File: src/hw/wk_pkg.sv
// Shared constants, types and helpers for the wake packet detector
package wk_pkg;

  // APB geometry
  localparam int ADDR_W = 12;
  localparam int DATA_W = 32;
  localparam int REG_W  = 16;

  // Register indices; byte address is four times the index
  localparam logic [9:0] IDX_BMC      = 10'h000;
  localparam logic [9:0] IDX_RX_CFG   = 10'h134;
  localparam logic [9:0] IDX_RX_STS   = 10'h135;
  localparam logic [9:0] IDX_STA0     = 10'h136;
  localparam logic [9:0] IDX_STA2     = 10'h138;
  localparam logic [9:0] IDX_PWD0     = 10'h139;
  localparam logic [9:0] IDX_PWD2     = 10'h13B;
  localparam logic [9:0] IDX_MASK0    = 10'h15C;
  localparam logic [9:0] IDX_MASK3    = 10'h15F;
  localparam logic [9:0] IDX_PAT_PTR  = 10'h160;
  localparam logic [9:0] IDX_PAT_DATA = 10'h161;

  // Field positions
  localparam int BMC_DETACH_BIT = 10;
  localparam int CFG_MAGIC_EN   = 0;
  localparam int CFG_PAT_EN     = 1;
  localparam int CFG_SECURE_EN  = 2;
  localparam int CFG_GPIO_SEL   = 3;
  localparam int STS_MAGIC      = 0;
  localparam int STS_PAT        = 1;
  localparam int STS_CRC_BAD    = 2;
  localparam int STS_W          = 3;

  // Reset values
  localparam logic [15:0] BMC_RST = 16'h0000;
  localparam logic [15:0] CFG_RST = 16'h0000;

  // Magic sequence geometry
  localparam logic [7:0] SYNC_BYTE = 8'hFF;
  localparam logic [2:0] SYNC_LEN  = 3'd6;
  localparam logic [2:0] ADDR_LEN  = 3'd6;
  localparam logic [3:0] ADDR_REPS = 4'd15;  // last repetition index
  localparam logic [2:0] PWD_LEN   = 3'd6;
  localparam int         PAT_BYTES = 64;

  // Frame check sequence, reflected form
  localparam logic [31:0] CRC_INIT    = 32'hFFFF_FFFF;
  localparam logic [31:0] CRC_POLY    = 32'hEDB8_8320;
  localparam logic [31:0] CRC_RESIDUE = 32'hDEBB_20E3;

  // One received byte slot
  typedef struct packed {
    logic       frame;  // high from first to last byte incl. FCS
    logic       stb;    // one-cycle strobe, data valid
    logic [7:0] data;
  } wk_rx_t;

  // Magic matcher states, Gray along the path
  typedef enum logic [1:0] {
    MS_SYNC = 2'b00,
    MS_ADDR = 2'b01,
    MS_PASS = 2'b11,
    MS_DONE = 2'b10
  } wk_mstate_t;

  // Pick byte i of a 48-bit value, byte 0 first on the wire
  function automatic logic [7:0] wk_sel_byte(input logic [47:0] v, input logic [2:0] i);
    return v[i*8 +: 8];
  endfunction

endpackage

File: src/hw/wk_crc32.sv
// Running frame check over received bytes
`timescale 1ns/100ps
module wk_crc32
  import wk_pkg::*;
(
  input  wire logic       clk,      // Clock
  input  wire logic       rst_n,    // Async reset, active low
  input  wire logic       clear,    // Frame start, restart the sum
  input  wire logic       stb,      // Byte strobe
  input  wire logic [7:0] data,     // Byte
  output logic            good      // Residue matches
);

  logic [31:0] crc_reg;
  logic [31:0] crc_next;

  // Bitwise update, one byte per strobe
  always_comb begin
    logic [31:0] c;
    c = clear ? CRC_INIT : crc_reg;
    if (stb) begin
      c = c ^ {24'h00_0000, data};
      for (int b = 0; b < 8; b++) begin
        c = c[0] ? ((c >> 1) ^ CRC_POLY) : (c >> 1);
      end
    end
    crc_next = c;
  end

  always_ff @(posedge clk or negedge rst_n) begin
    if (!rst_n) begin
      crc_reg <= CRC_INIT;
    end else begin
      crc_reg <= crc_next;
    end
  end

  assign good = (crc_reg == CRC_RESIDUE);

endmodule

File: src/hw/wk_pat_mem.sv
// Pattern byte memory with registered read data
`timescale 1ns/100ps
module wk_pat_mem #(
  parameter int DEPTH = 64,
  parameter int AW    = 6
) (
  input  wire logic          clk,    // Clock
  input  wire logic          we,     // Write strobe
  input  wire logic [AW-1:0] waddr,  // Write address
  input  wire logic [7:0]    wdata,  // Write byte
  input  wire logic [AW-1:0] raddr,  // Read address
  output logic      [7:0]    rdata   // Registered read byte
);

  logic [7:0] mem [DEPTH];

  // No reset on the array, software loads it before enabling
  always_ff @(posedge clk) begin
    if (we) begin
      mem[waddr] <= wdata;
    end
    rdata <= mem[raddr];
  end

endmodule

File: src/hw/wk_detect.sv
// Wake packet detector: APB registers, magic and pattern matching
//
// Behaviour
// - Raise the wake interrupt to the MAC on a qualifying packet when enabled.
// - Optionally signal the wake on a general-purpose output instead.
// - Detach bit 10 of basic mode control suppresses the wake interrupt.
// - Matching works per byte strobe, so at every line speed.
// - A frame with a bad frame check never wakes.
// - Secure-on password must match when security is enabled.
// - One 64-byte masked pattern wakes like a magic packet.
// - Every frame addressed to this station is scanned in magic mode.
// - Only unicast frames qualify; group-address frames never wake.
// - Station address repeated sixteen times without break; a break disqualifies.
// - With security enabled the password follows the sixteenth copy directly.
// - The sequence may start at any byte of the frame.
// - Six consecutive all-ones sync bytes must precede the copies.
// - Station address lives in three writable registers.
// - Password lives in three writable registers.
`timescale 1ns/100ps
module wk_detect
  import wk_pkg::*;
#(
  parameter int PAT_LEN = PAT_BYTES
) (
  input  wire logic              pclk,     // Clock, 100 MHz
  input  wire logic              presetn,  // Async reset, active low
  input  wire logic              psel,     // APB select
  input  wire logic              penable,  // APB access phase
  input  wire logic              pwrite,   // APB direction
  input  wire logic [ADDR_W-1:0] paddr,    // APB byte address
  input  wire logic [DATA_W-1:0] pwdata,   // APB write data
  output logic      [DATA_W-1:0] prdata,   // APB read data
  output logic                   pready,   // APB ready
  output logic                   pslverr,  // APB error
  input  wire wk_rx_t            rx,       // Received byte stream
  output logic                   wake_int, // Wake interrupt to MAC
  output logic                   wake_gpio // Wake on GPIO pin
);

  localparam int AW = $clog2(PAT_LEN);

  // Mask registers only cover 64 bytes
  if (PAT_LEN < 2 || PAT_LEN > PAT_BYTES) begin : g_bad_len
    $error("PAT_LEN must lie in 2..64");
  end

  // ---------------- APB register state ----------------
  logic [15:0]       bmc_reg, bmc_next;
  logic [15:0]       cfg_reg, cfg_next;
  logic [STS_W-1:0]  sts_reg, sts_next;
  logic [47:0]       sta_reg, sta_next;
  logic [47:0]       pwd_reg, pwd_next;
  logic [63:0]       mask_reg, mask_next;
  logic [5:0]        ptr_reg, ptr_next;
  logic [DATA_W-1:0] prdata_reg, prdata_next;
  logic              pready_reg, pready_next;
  logic              pslverr_reg, pslverr_next;
  logic              int_reg, int_next;
  logic              gpio_reg, gpio_next;

  // ---------------- Frame state ----------------
  wk_mstate_t  ms_reg, ms_next;
  logic [2:0]  cnt_reg, cnt_next;
  logic [3:0]  rep_reg, rep_next;
  logic        found_reg, found_next;
  logic        fd_reg, fd_next;
  logic [6:0]  bc_reg, bc_next;
  logic        da_ok_reg, da_ok_next;
  logic        pat_ok_reg, pat_ok_next;

  logic [9:0]  idx;
  logic        setup, acc_wr, mapped;
  logic        f_start, f_end;
  logic        crc_good;
  logic [7:0]  pat_byte;
  logic        mem_we;
  logic        magic_hit, pat_hit, crc_bad, wake_ev;
  logic [15:0] wd;
  logic        sts_clr_any;

  assign idx    = paddr[ADDR_W-1:2];
  assign wd     = pwdata[REG_W-1:0];
  assign setup  = psel & ~penable & ~pready_reg;
  assign acc_wr = psel & penable & pready_reg & pwrite & ~pslverr_reg;

  // Registered word map, aligned word addresses only
  always_comb begin
    mapped = (paddr[1:0] == 2'b00) &&
             ((idx == IDX_BMC) || (idx == IDX_RX_CFG) || (idx == IDX_RX_STS) ||
              ((idx >= IDX_STA0) && (idx <= IDX_PWD2)) ||
              ((idx >= IDX_MASK0) && (idx <= IDX_PAT_DATA)));
  end

  // Read mux, answered from the setup phase so access needs no wait
  always_comb begin
    prdata_next  = prdata_reg;
    pready_next  = setup;
    pslverr_next = setup & ~mapped;
    if (setup) begin
      prdata_next = '0;
      if (mapped && !pwrite) begin
        unique case (idx)
          IDX_BMC:           prdata_next[15:0] = bmc_reg;
          IDX_RX_CFG:        prdata_next[15:0] = cfg_reg;
          IDX_RX_STS:        prdata_next[STS_W-1:0] = sts_reg;
          IDX_STA0:          prdata_next[15:0] = sta_reg[15:0];
          IDX_STA0 + 10'd1:  prdata_next[15:0] = sta_reg[31:16];
          IDX_STA2:          prdata_next[15:0] = sta_reg[47:32];
          IDX_PWD0:          prdata_next[15:0] = pwd_reg[15:0];
          IDX_PWD0 + 10'd1:  prdata_next[15:0] = pwd_reg[31:16];
          IDX_PWD2:          prdata_next[15:0] = pwd_reg[47:32];
          IDX_MASK0:         prdata_next[15:0] = mask_reg[15:0];
          IDX_MASK0 + 10'd1: prdata_next[15:0] = mask_reg[31:16];
          IDX_MASK0 + 10'd2: prdata_next[15:0] = mask_reg[47:32];
          IDX_MASK3:         prdata_next[15:0] = mask_reg[63:48];
          IDX_PAT_PTR:       prdata_next[5:0]  = ptr_reg;
          default:           prdata_next = '0;  // Pattern data is write-only
        endcase
      end
    end
  end

  // Software-written configuration
  always_comb begin
    bmc_next  = bmc_reg;
    cfg_next  = cfg_reg;
    sta_next  = sta_reg;
    pwd_next  = pwd_reg;
    mask_next = mask_reg;
    ptr_next  = ptr_reg;
    mem_we    = 1'b0;
    if (acc_wr) begin
      unique case (idx)
        IDX_BMC:           bmc_next = wd;
        IDX_RX_CFG:        cfg_next = wd;
        IDX_STA0:          sta_next[15:0]  = wd;
        IDX_STA0 + 10'd1:  sta_next[31:16] = wd;
        IDX_STA2:          sta_next[47:32] = wd;
        IDX_PWD0:          pwd_next[15:0]  = wd;
        IDX_PWD0 + 10'd1:  pwd_next[31:16] = wd;
        IDX_PWD2:          pwd_next[47:32] = wd;
        IDX_MASK0:         mask_next[15:0]  = wd;
        IDX_MASK0 + 10'd1: mask_next[31:16] = wd;
        IDX_MASK0 + 10'd2: mask_next[47:32] = wd;
        IDX_MASK3:         mask_next[63:48] = wd;
        IDX_PAT_PTR:       ptr_next = wd[5:0];
        IDX_PAT_DATA: begin
          // Pointer auto-advances and wraps at pattern length
          mem_we   = 1'b1;
          ptr_next = (ptr_reg == 6'(PAT_LEN - 1)) ? 6'h00 : ptr_reg + 6'h01;
        end
        default: ;
      endcase
    end
  end

  // ---------------- Frame scanning ----------------
  assign f_start = rx.frame & ~fd_reg;
  assign f_end   = ~rx.frame & fd_reg;

  // frame check over every byte incl. FCS
  wk_crc32 u_crc (
    .clk   (pclk),
    .rst_n (presetn),
    .clear (f_start),
    .stb   (rx.stb),
    .data  (rx.data),
    .good  (crc_good)
  );

  wk_pat_mem #(
    .DEPTH (PAT_LEN),
    .AW    (AW)
  ) u_pat (
    .clk   (pclk),
    .we    (mem_we),
    .waddr (ptr_reg[AW-1:0]),
    .wdata (wd[7:0]),
    .raddr (bc_next[AW-1:0]),
    .rdata (pat_byte)
  );

  // Magic matcher; byte strobes set the pace at any speed
  always_comb begin
    wk_mstate_t st;
    logic [2:0] cnt;
    logic [3:0] rep;
    logic       fnd;
    logic       is_ff;
    st    = f_start ? MS_SYNC : ms_reg;
    cnt   = f_start ? 3'd0 : cnt_reg;
    rep   = f_start ? 4'd0 : rep_reg;
    fnd   = f_start ? 1'b0 : found_reg;
    is_ff = (rx.data == SYNC_BYTE);
    if (rx.stb && rx.frame) begin
      unique case (st)
        MS_SYNC: begin
          // six all-ones bytes in a row
          if (!is_ff) begin
            cnt = 3'd0;
          end else if (cnt == SYNC_LEN - 3'd1) begin
            st  = MS_ADDR;
            cnt = 3'd0;
            rep = 4'd0;
          end else begin
            cnt = cnt + 3'd1;
          end
        end
        MS_ADDR: begin
          // sixteen unbroken copies of the station address
          if (rx.data == wk_sel_byte(sta_reg, cnt)) begin
            if (cnt == ADDR_LEN - 3'd1) begin
              cnt = 3'd0;
              if (rep == ADDR_REPS) begin
                st  = cfg_reg[CFG_SECURE_EN] ? MS_PASS : MS_DONE;
                fnd = ~cfg_reg[CFG_SECURE_EN];
              end else begin
                rep = rep + 4'd1;
              end
            end else begin
              cnt = cnt + 3'd1;
            end
          end else if (is_ff && cnt == 3'd0 && rep == 4'd0) begin
            st = MS_ADDR;  // Longer sync run, still waiting for copies
          end else begin
            // restart sync search, this byte may open it
            st  = MS_SYNC;
            cnt = is_ff ? 3'd1 : 3'd0;
          end
        end
        MS_PASS: begin
          if (rx.data == wk_sel_byte(pwd_reg, cnt)) begin
            if (cnt == PWD_LEN - 3'd1) begin
              st  = MS_DONE;
              fnd = 1'b1;
            end else begin
              cnt = cnt + 3'd1;
            end
          end else begin
            st  = MS_SYNC;
            cnt = is_ff ? 3'd1 : 3'd0;
          end
        end
        MS_DONE: ;
        default: st = MS_SYNC;
      endcase
    end
    if (f_end) begin
      st  = MS_SYNC;
      cnt = 3'd0;
      rep = 4'd0;
      fnd = 1'b0;
    end
    ms_next    = st;
    cnt_next   = cnt;
    rep_next   = rep;
    found_next = fnd;
  end

  // Destination check and pattern compare by byte position
  always_comb begin
    logic [6:0] bc;
    logic       da;
    logic       pok;
    bc  = f_start ? 7'd0 : bc_reg;
    da  = f_start ? 1'b1 : da_ok_reg;
    pok = f_start ? 1'b1 : pat_ok_reg;
    if (rx.stb && rx.frame) begin
      // own unicast address; group bit forbids
      if (bc < 7'd6) begin
        if (rx.data != wk_sel_byte(sta_reg, bc[2:0])) begin
          da = 1'b0;
        end
        if (bc == 7'd0 && rx.data[0]) begin
          da = 1'b0;
        end
      end
      if (bc < 7'(PAT_LEN) && mask_reg[bc[5:0]] && rx.data != pat_byte) begin
        pok = 1'b0;
      end
      // Saturate, only need to know the frame reached the pattern end
      if (bc != 7'h7F) begin
        bc = bc + 7'd1;
      end
    end
    bc_next     = f_end ? 7'd0 : bc;
    da_ok_next  = da;
    pat_ok_next = pok;
    fd_next     = rx.frame;
  end

  // Verdict at frame end
  always_comb begin
    magic_hit = f_end & cfg_reg[CFG_MAGIC_EN] & found_reg & da_ok_reg & crc_good;
    // pattern wakes like the magic sequence
    pat_hit   = f_end & cfg_reg[CFG_PAT_EN] & pat_ok_reg & da_ok_reg & crc_good &
                (bc_reg >= 7'(PAT_LEN));
    crc_bad   = f_end & ~crc_good & (bc_reg != 7'd0);
    wake_ev   = magic_hit | pat_hit;
  end

  // Sticky status, write one to clear; a same-cycle event wins
  always_comb begin
    logic [STS_W-1:0] clr;
    logic [STS_W-1:0] set;
    clr = '0;
    if (acc_wr && idx == IDX_RX_STS) begin
      clr = wd[STS_W-1:0];
    end
    set = '0;
    set[STS_MAGIC]   = magic_hit;
    set[STS_PAT]     = pat_hit;
    set[STS_CRC_BAD] = crc_bad;
    sts_next    = (sts_reg & ~clr) | set;
    sts_clr_any = |clr;
  end

  // Wake outputs; level until status is cleared
  always_comb begin
    int_next  = int_reg;
    gpio_next = gpio_reg;
    if (sts_clr_any) begin
      int_next  = 1'b0;
      gpio_next = 1'b0;
    end
    if (wake_ev) begin
      int_next  = int_next | ~cfg_reg[CFG_GPIO_SEL];
      gpio_next = gpio_next | cfg_reg[CFG_GPIO_SEL];
    end
    // detached MAC interface gets no interrupt
    if (bmc_reg[BMC_DETACH_BIT]) begin
      int_next = 1'b0;
    end
  end

  // Register bank
  always_ff @(posedge pclk or negedge presetn) begin
    if (!presetn) begin
      bmc_reg     <= BMC_RST;
      cfg_reg     <= CFG_RST;
      sts_reg     <= '0;
      sta_reg     <= '0;
      pwd_reg     <= '0;
      mask_reg    <= '0;
      ptr_reg     <= '0;
      prdata_reg  <= '0;
      pready_reg  <= 1'b0;
      pslverr_reg <= 1'b0;
      int_reg     <= 1'b0;
      gpio_reg    <= 1'b0;
      ms_reg      <= MS_SYNC;
      cnt_reg     <= '0;
      rep_reg     <= '0;
      found_reg   <= 1'b0;
      fd_reg      <= 1'b0;
      bc_reg      <= '0;
      da_ok_reg   <= 1'b0;
      pat_ok_reg  <= 1'b0;
    end else begin
      bmc_reg     <= bmc_next;
      cfg_reg     <= cfg_next;
      sts_reg     <= sts_next;
      sta_reg     <= sta_next;
      pwd_reg     <= pwd_next;
      mask_reg    <= mask_next;
      ptr_reg     <= ptr_next;
      prdata_reg  <= prdata_next;
      pready_reg  <= pready_next;
      pslverr_reg <= pslverr_next;
      int_reg     <= int_next;
      gpio_reg    <= gpio_next;
      ms_reg      <= ms_next;
      cnt_reg     <= cnt_next;
      rep_reg     <= rep_next;
      found_reg   <= found_next;
      fd_reg      <= fd_next;
      bc_reg      <= bc_next;
      da_ok_reg   <= da_ok_next;
      pat_ok_reg  <= pat_ok_next;
    end
  end

  assign prdata    = prdata_reg;
  assign pready    = pready_reg;
  assign pslverr   = pslverr_reg;
  assign wake_int  = int_reg;
  assign wake_gpio = gpio_reg;

endmodule

File: config.mk
export PLATFORM = sky130hd
export DESIGN_NAME = wk_detect
export DESIGN_NICKNAME = d
export VERILOG_FILES = /design/src/hw/wk_pkg.sv /design/src/hw/wk_crc32.sv /design/src/hw/wk_pat_mem.sv /design/src/hw/wk_detect.sv
export SDC_FILE = /design/constraint.sdc
export NUM_CORES = 1
export LEC_CHECK = 0
export ABC_CLOCK_PERIOD_IN_PS = 5200
export BUFFER_PORTS_ARGS = -buffer_cell sky130_fd_sc_hd__buf_2
export CORE_MARGIN = 2
export CORE_UTILIZATION = 45
export DETAILED_ROUTE_END_ITERATION = 10
export HOLD_SLACK_MARGIN = 0.12
export PLACE_DENSITY_LB_ADDON = 0.3
export SYNTH_ARGS = -nofsm -noshare
export SYNTH_HDL_FRONTEND = slang
export SYNTH_SLANG_ARGS = --single-unit
File: constraint.sdc
create_clock -name pclk -period 5.2 [get_ports pclk]
set_input_delay 1.04 -clock pclk [delete_from_list [all_inputs] [get_ports pclk]]
set_output_delay 1.04 -clock pclk [all_outputs]
set_load 0.01 [all_outputs]
* Word level (Yosys, flattened, before mapping)
Memory sizes are Yosys's and may differ from the RTL's. A register that Yosys moved wholly into a read port is not among the register bits.
Cells that the tools add are included.
** Cells by class
- Add/subtract/negate cells :: 4
- $mul :: 0
- Div/mod/pow operators :: 0
- Magnitude comparators :: 8
- Equal/unequal tests :: 26
- Shifts and indexed selects :: 3
- Mux-type cells :: 82
- Bitwise operators :: 44
- Reductions and logical operators :: 38
** Operators by type and width (number)
- 2-to-1 mux 32 bit :: 10
- indexed part select 48 x 7 -> 8 bit :: 3
- == test 10 x 9 -> 1 bit (second input constant) :: 14
- one-hot mux 10 bit (12 select lines) :: 1
- inverter 13 -> 14 bit :: 8
- one-hot mux 3 bit (14 select lines) :: 1
- one-hot mux 3 bit (13 select lines) :: 1
- == test 32 bit (second input constant) :: 1
- 2-to-1 mux 4 bit :: 8
- bitwise XOR 32 x 8 -> 32 bit :: 1
- 2-to-1 mux 3 bit :: 10
- 2-to-1 mux 1 bit :: 29
- 2-to-1 mux 7 bit :: 4
- AND reduction 2 bit :: 13
- AND 1 bit :: 20
- greater-or-equal comparator 10 x 9 -> 1 bit (second input constant) :: 2
- <= comparator 10 x 9 -> 1 bit (second input constant) :: 2
- 2-to-1 mux 2 bit :: 10
- == test 8 bit :: 2
- 2-to-1 mux 16 bit :: 1
- inequality test 8 bit :: 2
- one-hot mux 6 bit (2 select lines) :: 1
- logical AND 1 bit :: 11
- zero test 10 bit :: 1
- 35 further kinds :: 49
** Word-level totals
- Bits in registers :: 289
- Bits in latches :: 0
- Bits in writable memories :: 512
- ROM bits :: 0
- Bits of input ports :: 59
- Output and inout bits :: 36
- Logic and storage cells :: 234
- Memories kept :: 1
** Memories
- u_pat.mem :: depth 64, bits a word 8, read ports 1, clocked after memory_dff 1, wr ports 1, RTL line wk_pat_mem.sv:15 : logic [7:0] mem [DEPTH];

* Depth between registers and ports, before layout
Gate-level depths: netlist (run 1).
- Depth after elaboration :: 21
- Gate-level depth with buffers :: 24
- Mapped depth without buffers :: 14

* Modules after synthesis
A second synthesis (run 1) with hierarchy kept.
** Second synthesis, totals
- Cells, all modules :: 2596
- Area, all modules :: 36819.1 um^2
** Modules (own cells, without submodules)
- wk_pat_mem :: instances 1, cells an instance 940, area each 20166.8 um^2, sequential area each 15534.9 um^2
- wk_detect :: instances 1, cells an instance 1352, area each 14068.5 um^2, sequential area each 6030.8 um^2
- wk_crc32 :: instances 1, cells an instance 304, area each 2583.7 um^2, sequential area each 840.8 um^2

* Least setup slack after synthesis (run 1)
No wires, ideal clock.
- Path kind :: in2reg
- From :: input port rx[9] (netlist name)
- To :: register u_pat.rdata[7] (read register of u_pat.mem)
- Data arrival time :: 4647 ps
- Slack :: 439 ps
- Stages :: 22
- Buffers on the path :: 9
- Cell sequence :: buf_4 nand2b_1 buf_6 nand2_1 clkinv_1 clkbuf_1 buf_1 clkbuf_1 ha_1 and3_1 buf_2 nand3_1 nand3_1 and2_1 buf_2 buf_2 buf_2 mux2i_1 a32oi_1 a22oi_1 nand4_1 o21a_1
** On the way
- Cells in the longest elaborated chain, start to end :: 6
- Elaborated cells between the ends (all ways) :: 10
- Classes of those cells :: 1 x add/sub; 1 x eq/ne; 4 x mux; 3 x bitwise; 1 x reduce/logical
** RTL lines
- start, declared :: RTL line wk_detect.sv:35 : input wire wk_rx_t rx,
- AND 1 bit :: RTL line wk_detect.sv:158 : assign f_start = rx.frame & ~fd_reg;
- 2-to-1 mux 7 bit :: RTL line wk_detect.sv:265 : bc = f_start ? 7'd0 : bc_reg;
- adder 7 x 1 -> 7 bit / inequality test 7 bit (equally long branches) :: RTL line wk_detect.sv:283, wk_detect.sv:282
- 2-to-1 mux 7 bit :: RTL line wk_detect.sv:282 : if (bc != 7'h7F) begin
- 2-to-1 mux 7 bit :: RTL line wk_detect.sv:268 : if (rx.stb && rx.frame) begin
- 2-to-1 mux 7 bit (*) :: RTL line wk_detect.sv:286 : bc_next = f_end ? 7'd0 : bc;
- end, declared :: RTL line wk_pat_mem.sv:12 : output logic [7:0] rdata
Mark *: on every way between the ends. The rest lies on a longest branch, timed or not.
A chain may end at the register's enable or synchronous reset.

* Final worst setup path (run 1)
- From :: register fd_reg
- To :: register u_pat.rdata[4] (read register of u_pat.mem)
** On the way
- Cells in the longest elaborated chain, start to end :: 7
- Elaborated cells between the ends (all ways) :: 9
- Classes of those cells :: 1 x add/sub; 1 x eq/ne; 4 x mux; 3 x bitwise
** RTL lines
- start, declared :: RTL line wk_detect.sv:66 : logic fd_reg, fd_next;
- start signal, assigned :: RTL line wk_detect.sv:376 : fd_reg <= fd_next;
- inverter 1 bit :: RTL line wk_detect.sv:158
- AND 1 bit :: RTL line wk_detect.sv:158
- 2-to-1 mux 7 bit :: RTL line wk_detect.sv:265
- adder 7 x 1 -> 7 bit / inequality test 7 bit (equally long branches) :: RTL line wk_detect.sv:283, wk_detect.sv:282
- 2-to-1 mux 7 bit :: RTL line wk_detect.sv:282
- 2-to-1 mux 7 bit :: RTL line wk_detect.sv:268
- 2-to-1 mux 7 bit (*) :: RTL line wk_detect.sv:286
Marks and branches as above.

==> impl_summary.log, run 1 <==
INFO  metric remaining_number_of_nets_flagged_by_the_antenna_check_after_routing = 0
INFO  metric timing.hold.worst.class = reg -> reg
INFO  metric synth_edf_count = 512
INFO  metric placement.io_buffers = 62
INFO  metric synth_flop_cell = sky130_fd_sc_hd__edfxtp_1
INFO  metric avgViaCountPerCell = 6.203
INFO  metric timing.setup.critical_path_class = reg -> reg
INFO  metric final_net_count = 3336
INFO  metric cp_common_cell = sky130_fd_sc_hd__nand2_1
INFO  metric routed.top_layer = met4
INFO  metric rsz0062_at_grt = false
INFO  metric boundaryPins = 95
INFO  metric crit_slowest_cell = sky130_fd_sc_hd__nor4b_1
INFO  metric report.final.setup_viol = 0
INFO  metric power_density = 368.9 nW/um^2
INFO  metric layout.core_utilization = 51.23%
INFO  metric die_w = 291.8 um
INFO  metric final_period_minus_worst_setup_slack = 4.099 ns
INFO  metric finalSetupTns = 0 ns
INFO  metric ctsHoldBuffers = 0
INFO  metric cts_tree = yes
INFO  metric slew_violations = 0
INFO  metric worst-endpoint-required = 5.78 ns
INFO  metric hold_violation_total_from_the_final_report = 0
INFO  metric later_pin_clock_latency_in_the_skew_report = 0.66 ns
INFO  metric headroom_to_the_max_slew_limit = 24.49%
INFO  metric post_cts_resized = 0
INFO  metric grt_use_total = 25.98%
INFO  metric gp_routability_congestion = 0.9768
INFO  metric post_route_cells_drive_above_1_share = 18.51%
INFO  metric design.core.area = 81980 um^2
INFO  metric rows = 105
INFO  metric min_delay_path_depth = 1
INFO  metric fillCellCount = 7183
INFO  metric die-height = 291.8 um
INFO  metric critPathLaunchType = flip-flop
INFO  metric peakVddDrop = 0.2547 mV
INFO  metric timing.critical_path.fanout_max = 12
INFO  metric postSynthCellCount = 3223
INFO  metric commonest_non_fill_non_tap_cell_in_the_layout = sky130_fd_sc_hd__nand2_1
INFO  metric timing.max_cap.violations = 0
INFO  metric path_depth = 15
INFO  metric met3WireLength = 10.92 mm
INFO  metric per_instance_average_area_after_synthesis = 11.56 um^2
INFO  metric wl_met1 = 45.92 mm
INFO  metric max_clock_freq = 244.0 MHz
INFO  metric global_route.overflow_total = 0
INFO  metric yosysUniqueCellTypes = 90
INFO  metric die_area = 85130 um^2
INFO  metric clock-skew-final = 0.05390 ns
INFO  metric antennaDiodeCount = 0
INFO  metric ordered_cell_list_for_the_critical_path = buf_4 -> nand2b_2 -> nand2_1 -> clkinv_1 -> ha_1 -> and3_1 -> a41o_1 -> nor4b_1 -> o21ai_2 -> inv_2 -> nand2_1 -> a31oi_1 -> nand4_1 -> and4_1 -> nor4_1
INFO  metric clk_pin_slew_worst_paths = 0.06 ns
INFO  metric largest_register_ffs = 512
INFO  metric grt_first_pass_wirelength = 168.2 mm
INFO  metric clk_root_buffer_cell = sky130_fd_sc_hd__clkbuf_16
INFO  metric detailedRoute.firstIterationViolations = 3392
INFO  metric layout.cells.most_common_list = sky130_fd_sc_hd__nand2_1, sky130_fd_sc_hd__edfxtp_1, sky130_fd_sc_hd__dfrtp_1
INFO  metric place_hpwl = 71.39 mm
INFO  metric ff2ff_path_depth = 15
INFO  metric largest_delay_contributor_family_on_the_critical_path = simple AND/OR/NAND/NOR gates
INFO  metric clock_tree.htree_level_count = 3
INFO  metric floorplan.initialDensity = 45.46%
INFO  metric post-route-period-util = 78.83%
INFO  metric route.vias.total = 27380
INFO  metric grt_max_degree = 133
INFO  metric remaining_drc_errors = 0
INFO  metric area_overhead_of_the_layout_relative_to_synthesis = 12.69%
INFO  metric cts_setup_buffers = 0
INFO  metric drt-wirelength-per-cell = 25.52 um
INFO  metric netlist_area = 37270 um^2
INFO  metric critical-path-max-stage-delay = 0.38 ns
INFO  metric cp.arrival = 4.68 ns
INFO  metric drt-total-wl = 112.7 mm
INFO  metric synth_seq_cells = 793
INFO  metric ys_warn_count = 0
INFO  metric tightest_slew = 1.133 ns
INFO  metric sequential_area_share_after_synthesis = 60.13%
INFO  metric path_buf_inv = 3
INFO  metric outcome = completed
INFO  metric grt_antenna_before_repair = 1
INFO  metric detailedRoute.firstPassIterationCount = 6
INFO  metric leakagePower = 15.57 nW
INFO  metric postSynth.asyncResetShare = 34.43%
INFO  metric first_global_vias = 25995
INFO  metric route.met2.wl = 51.25 mm
INFO  metric numClockSinks = 793
INFO  metric tritoncts.num_buffers = 86
INFO  metric worstSetupEndpointType = flip-flop
INFO  metric clockBufferDepth = 3
cell families after synthesis:
| kind of cell | Yosys count | synth area share (%) |
|---|---|---|
| AND/OR/NAND/NOR | 1184 | 14.37 |
| flip-flops | 793 | 60.13 |
| AO/OA/AOI/OAI | 599 | 11.43 |
| multiplexers | 278 | 8.273 |
| buffers and inverters | 263 | 3.139 |
| XOR/XNOR | 100 | 2.481 |
| adder cells (fa/ha/maj) | 5 | 0.1679 |
| other | 1 | 0.01006 |
cell type report:
class | instances | area, um^2 | area share (%)
Clock buffer | 115 | 2412 | 5.744
Inverter | 18 | 70.07 | 0.1668
Timing Repair Buffer | 191 | 1429 | 3.402
Sequential cell | 793 | 22410 | 53.35
Tap cell | 1070 | 1339 | 3.188
Multi-Input combinational cell | 2182 | 13880 | 33.04
Clock inverter | 45 | 462.9 | 1.102
power breakdown:
part | internal, mW | total (mW) | leakage (nW) | switching, mW
registers | 6.96 | 7.13 | 8.35 | 0.165
logic | 0.884 | 2.26 | 5.82 | 1.37
clock network | 3.50 | 6.11 | 1.41 | 2.61
path summary, 6_finish.rpt:
path	startpoint	end	slack (ns)
worst max-delay path	fd_reg	u_pat.rdata[4]	1.10
worst min-delay path	bmc_reg[10]	wake_int	0.47
worst max register to register	fd_reg	u_pat.rdata[4]	1.10
worst min register to register	bmc_reg[10]	wake_int	0.47
max in group asynchronous	presetn	u_crc.crc_reg[20]	3.62
min in group asynchronous	presetn	bmc_reg[8]	0.50
metrics by stage:
stage	hold WS [ns]	total power [mW]	worst slack, ns	cells	area [um^2]
after floorplan	0.4217	8.805	0.4388	3238	37320
after global placement	0.4637	9.452	0.7379	4254	39120
after detailed placement	0.4699	9.486	0.6304	4254	39120
after CTS	0.4765	15.55	1.135	4414	42000
after global routing	0.4973	16.03	0.9725	4414	42000
final	0.4734	15.49	1.101	4414	42000
synthesized netlist by cell type (6+ instances only):
library cell	n	area share, %
sky130_fd_sc_hd__nand2_1	549	5.5
sky130_fd_sc_hd__edfxtp_1	512	41
sky130_fd_sc_hd__dfrtp_1	241	16
sky130_fd_sc_hd__nor2_1	212	2.1
sky130_fd_sc_hd__mux2_2	199	6.0
sky130_fd_sc_hd__nand3_1	176	2.4
sky130_fd_sc_hd__clkbuf_1	149	1.5
sky130_fd_sc_hd__o21ai_0	104	1.4
sky130_fd_sc_hd__nand4_1	77	1.3
sky130_fd_sc_hd__a21oi_1	76	1.0
sky130_fd_sc_hd__mux2i_1	74	2.0
sky130_fd_sc_hd__xnor2_1	71	1.7
sky130_fd_sc_hd__a31oi_1	65	1.1
sky130_fd_sc_hd__a22oi_1	59	1.2
sky130_fd_sc_hd__a32oi_1	51	1.2
sky130_fd_sc_hd__buf_2	47	0.63
sky130_fd_sc_hd__dfstp_2	32	2.3
sky130_fd_sc_hd__nor3_1	32	0.43
sky130_fd_sc_hd__a221oi_1	25	0.59
sky130_fd_sc_hd__buf_4	25	0.50
sky130_fd_sc_hd__o22a_1	25	0.59
sky130_fd_sc_hd__nand2b_1	24	0.40
sky130_fd_sc_hd__xor2_1	24	0.56
sky130_fd_sc_hd__a222oi_1	22	0.59
sky130_fd_sc_hd__a22o_1	21	0.49
sky130_fd_sc_hd__and3_1	21	0.35
sky130_fd_sc_hd__buf_1	20	0.20
sky130_fd_sc_hd__a211oi_1	18	0.36
sky130_fd_sc_hd__o221ai_1	17	0.40
sky130_fd_sc_hd__nand3b_1	15	0.30
sky130_fd_sc_hd__nor2b_1	15	0.25
sky130_fd_sc_hd__o211ai_1	15	0.30
sky130_fd_sc_hd__o21a_1	14	0.28
sky130_fd_sc_hd__o22ai_1	14	0.24
sky130_fd_sc_hd__inv_1	13	0.13
sky130_fd_sc_hd__o21ai_1	12	0.16
sky130_fd_sc_hd__nor4_1	11	0.18
sky130_fd_sc_hd__o221a_2	10	0.30
sky130_fd_sc_hd__o21bai_1	9	0.18
sky130_fd_sc_hd__dfxtp_1	8	0.43
sky130_fd_sc_hd__or3_1	8	0.13
sky130_fd_sc_hd__and4_1	7	0.16
sky130_fd_sc_hd__and2_1	6	0.10
layer usage:
layer,vias up,global-route usage (%)
li1,12101,-
met1,13586,36.07
met2,1434,40.32
met3,259,5.107
met4,0,10.17
met5,-,0
(Power assumes the default switching activity.)
==> run 2: changes to the inputs <==
--- a/config.mk
+++ b/config.mk
@@ -5,7 +5,7 @@
 export SDC_FILE = /design/constraint.sdc
 export NUM_CORES = 1
 export LEC_CHECK = 0
-export ABC_CLOCK_PERIOD_IN_PS = 5200
+export ABC_CLOCK_PERIOD_IN_PS = 4050
 export BUFFER_PORTS_ARGS = -buffer_cell sky130_fd_sc_hd__buf_2
 export CORE_MARGIN = 2
 export CORE_UTILIZATION = 45
==> constraint.sdc (replaced) <==
create_clock -name pclk -period 4.05 [get_ports pclk]
set_input_delay 0.81 -clock pclk [delete_from_list [all_inputs] [get_ports pclk]]
set_output_delay 0.81 -clock pclk [all_outputs]
set_load 0.01 [all_outputs]
==> run 2 against run 1 <==
Against the previous run: combinational power grew 40%; count of clock-buffer cells in the layout rose by 5; sequential power grew 28%; global-route usage grew 0.81 points; worst setup slack worse by 0.62 ns; first-iteration DRC count grew 1.7%; routed wire length grew 2.3%; die area stayed put; critical endpoint is now u_pat.rdata[5].
==> impl_summary.log, run 2 (synthesis results as in run 1) <==
INFO  metric later_pin_clock_latency_in_the_skew_report = 0.66 ns (about the same)
INFO  metric design.core.area = 81980 um^2 (unchanged)
INFO  metric register_area = 22410 um^2 (unchanged)
INFO  metric headroom_to_the_max_slew_limit = 36.95% (+12 points)
INFO  metric outcome = completed
INFO  metric post-route-period-util = 88.05% (+9.2 points)
INFO  metric peakVddDrop = 0.3681 mV (+45%)
INFO  metric critPathLaunchType = flip-flop
INFO  metric detailedRoute.firstIterationViolations = 3451 (+1.7%)
INFO  metric timing.critical_path.fanout_max = 10 (-2)
INFO  metric cts_tree = yes
INFO  metric route.met2.wl = 53.40 mm (+4.2%)
INFO  metric grt_max_degree = 115 (-14%)
INFO  metric grt_antenna_before_repair = 0 (-1)
INFO  metric worstSetupEndpointType = flip-flop
INFO  metric layout.cells.non_filler = 4491 (+1.7%)
INFO  metric remaining_drc_errors = 0 (unchanged)
INFO  metric finalSetupTns = 0 ns (unchanged)
INFO  metric avgViaCountPerCell = 6.162 (-0.67%)
INFO  metric timing.max_cap.violations = 0 (unchanged)
INFO  metric met3WireLength = 9.856 mm (-9.7%)
INFO  metric cts_setup_buffers = 0 (unchanged)
INFO  metric power_density = 474.1 nW/um^2 (+29%)
INFO  metric cp.arrival = 4.09 ns (-0.59 ns)
INFO  metric internal_power = 14.97 mW (+32%)
INFO  metric ordered_cell_list_for_the_critical_path = nand2b_4 -> nand2_1 -> inv_1 -> ha_2 -> and3_1 -> a41o_1 -> nor4b_2 -> o21ai_2 -> inv_2 -> buf_4 -> nand2_2 -> a31oi_1 -> nand4_1 -> and4_1 -> nor4_1
INFO  metric first_global_vias = 26885 (+3.4%)
INFO  metric grt_first_pass_wirelength = 173.1 mm (+2.9%)
INFO  metric worst-endpoint-required = 4.57 ns (-1.21 ns)
INFO  metric clock-skew-final = 0.03512 ns (-0.01878 ns)
INFO  metric hold_slack = 0.2229 ns (-0.2504 ns)
INFO  metric multi_input_area = 13910 um^2 (+0.25%)
INFO  metric rows = 105 (unchanged)
INFO  metric route.vias.total = 27672 (+1.1%)
INFO  metric remaining_number_of_nets_flagged_by_the_antenna_check_after_routing = 0 (unchanged)
INFO  metric crit_slowest_cell = sky130_fd_sc_hd__dfrtp_1
INFO  metric leakagePower = 16.04 nW (+3.0%)
INFO  metric grt_use_total = 26.79% (+0.81 points)
INFO  metric numClockSinks = 793 (unchanged)
INFO  metric global_route.overflow_total = 0 (unchanged)
INFO  metric timing.setup.critical_path_class = reg -> reg
INFO  metric timing.hold.worst.class = in -> async
INFO  metric layout.cells.most_common_list = sky130_fd_sc_hd__nand2_1, sky130_fd_sc_hd__edfxtp_1, sky130_fd_sc_hd__dfrtp_1
INFO  metric antennaDiodeCount = 0 (unchanged)
INFO  metric report.final.setup_viol = 0 (unchanged)
INFO  metric seq_power_share = 45.0% (-1.0 points)
INFO  metric place.detailed.instances = 4338 (+2.0%)
INFO  metric max_clock_freq = 280.4 MHz (+15%)
INFO  metric tritoncts.num_buffers = 85 (-1.2%)
INFO  metric critical-path-max-stage-delay = 0.38 ns (about the same)
INFO  metric area_overhead_of_the_layout_relative_to_synthesis = 14.97%
INFO  metric clk_root_buffer_cell = sky130_fd_sc_hd__clkbuf_16
INFO  metric boundaryPins = 95 (unchanged)
INFO  metric die-height = 291.8 um (unchanged)
INFO  metric clock_tree.htree_level_count = 3 (unchanged)
INFO  metric clk_pin_slew_worst_paths = 0.06 ns (about the same)
INFO  metric commonest_non_fill_non_tap_cell_in_the_layout = sky130_fd_sc_hd__nand2_1
INFO  metric routed.top_layer = met4
INFO  metric largest_register_ffs = 512 (unchanged)
INFO  metric swShare = 26.30% (-0.48 points)
INFO  metric switchingPower = 5.343 mW (+29%)
INFO  metric hold_violation_total_from_the_final_report = 0 (unchanged)
INFO  metric drt-total-wl = 115.2 mm (+2.3%)
INFO  metric post_route_cells_drive_above_1_share = 20.37% (+1.9 points)
INFO  metric ctsHoldBuffers = 0 (unchanged)
INFO  metric final_period_minus_worst_setup_slack = 3.566 ns (-0.5330 ns)
INFO  metric rsz0062_at_grt = false
INFO  metric power.combinational.fraction = 15.6% (+1.0 points)
INFO  metric tightest_slew = 0.9370 ns (-0.1956 ns)
INFO  metric wl_met1 = 47.81 mm (+4.1%)
INFO  metric die_w = 291.8 um (unchanged)
INFO  metric gp_routability_congestion = 0.9666 (-1.0%)
INFO  metric fillCellCount = 7095 (-1.2%)
INFO  metric power = 20.32 mW (+31%)
INFO  metric slew_violations = 0 (unchanged)
INFO  metric placement.io_buffers = 62 (unchanged)
INFO  metric die_area = 85130 um^2 (unchanged)
INFO  metric floorplan.initialDensity = 45.46% (unchanged)
INFO  metric final_net_count = 3419 (+2.5%)
INFO  metric detailedRoute.firstPassIterationCount = 7 (+1)
INFO  metric clockBufferDepth = 3 (unchanged)
INFO  metric power_frac_clock = 39.4% (about the same)
INFO  metric post_cts_resized = 0 (unchanged)
INFO  metric drt-wirelength-per-cell = 25.66 um (+0.54%)
INFO  metric place_hpwl = 75.78 mm (+6.2%)
-- run 2: critical path, delay by kind of cell, from the launching register on --
kind,cells,cell delay (ns)
adder cells (fa/ha/maj),1,0.20
AND/OR/NAND/NOR,8,1.83
buffers and inverters,3,0.39
AO/OA/AOI/OAI,3,0.63
flip-flops,1,0.38
-- run 2: final timing paths --
path                                   to       from  slack [ns]  cells after the start
max                        u_pat.rdata[5]     fd_reg        0.48                     15
min                            prdata[12]    presetn        0.22                      1
max reg2reg                u_pat.rdata[5]     fd_reg        0.48                     15
min reg2reg                     prdata[8]  prdata[8]        0.48                      2
max in group asynchronous       bc_reg[1]    presetn        2.89                      2
min in group pclk                 pslverr   paddr[1]        0.42                      3
-- run 2: final cells by class --
cell class	instances	share of cell area [%]
multi-input cells	2182	32.47
clock inverters	33	1.098
flip-flops and latches	793	52.30
well taps	1070	3.125
clock buffers	120	5.621
repair buffers	275	5.227
inverters	18	0.1665
-- run 2: per-layer routing --
layer	vias to the layer above	global-route usage, %
met5	-	0
met4	0	9.832
met3	255	4.072
met2	1324	42.55
met1	13827	37.40
li1	12266	-
-- run 2: through the flow --
step	instance area (um^2)	setup WS, ns	util (%)
2_1_floorplan	37390	0.02250	-
3_3_place_gp	39970	0.1783	48.75
3_5_place_dp	39970	0.1299	48.75
4_1_cts	42850	0.5260	52.26
5_1_grt	42850	0.3174	52.26
6_report	42850	0.4841	52.26
-- run 2: power groups by stage --
| stage | Combinational, mW | Clock [mW] | Sequential [mW] |
|---|---|---|---|
| 2_1_floorplan | 2.13 | 0 | 9.19 |
| 3_3_place_gp | 3.11 | 0 | 9.30 |
| 3_5_place_dp | 3.16 | 0 | 9.30 |
| 4_1_cts | 3.17 | 8.07 | 9.14 |
| 5_1_grt | 3.46 | 8.40 | 9.16 |
| 6_report | 3.17 | 8.00 | 9.15 |
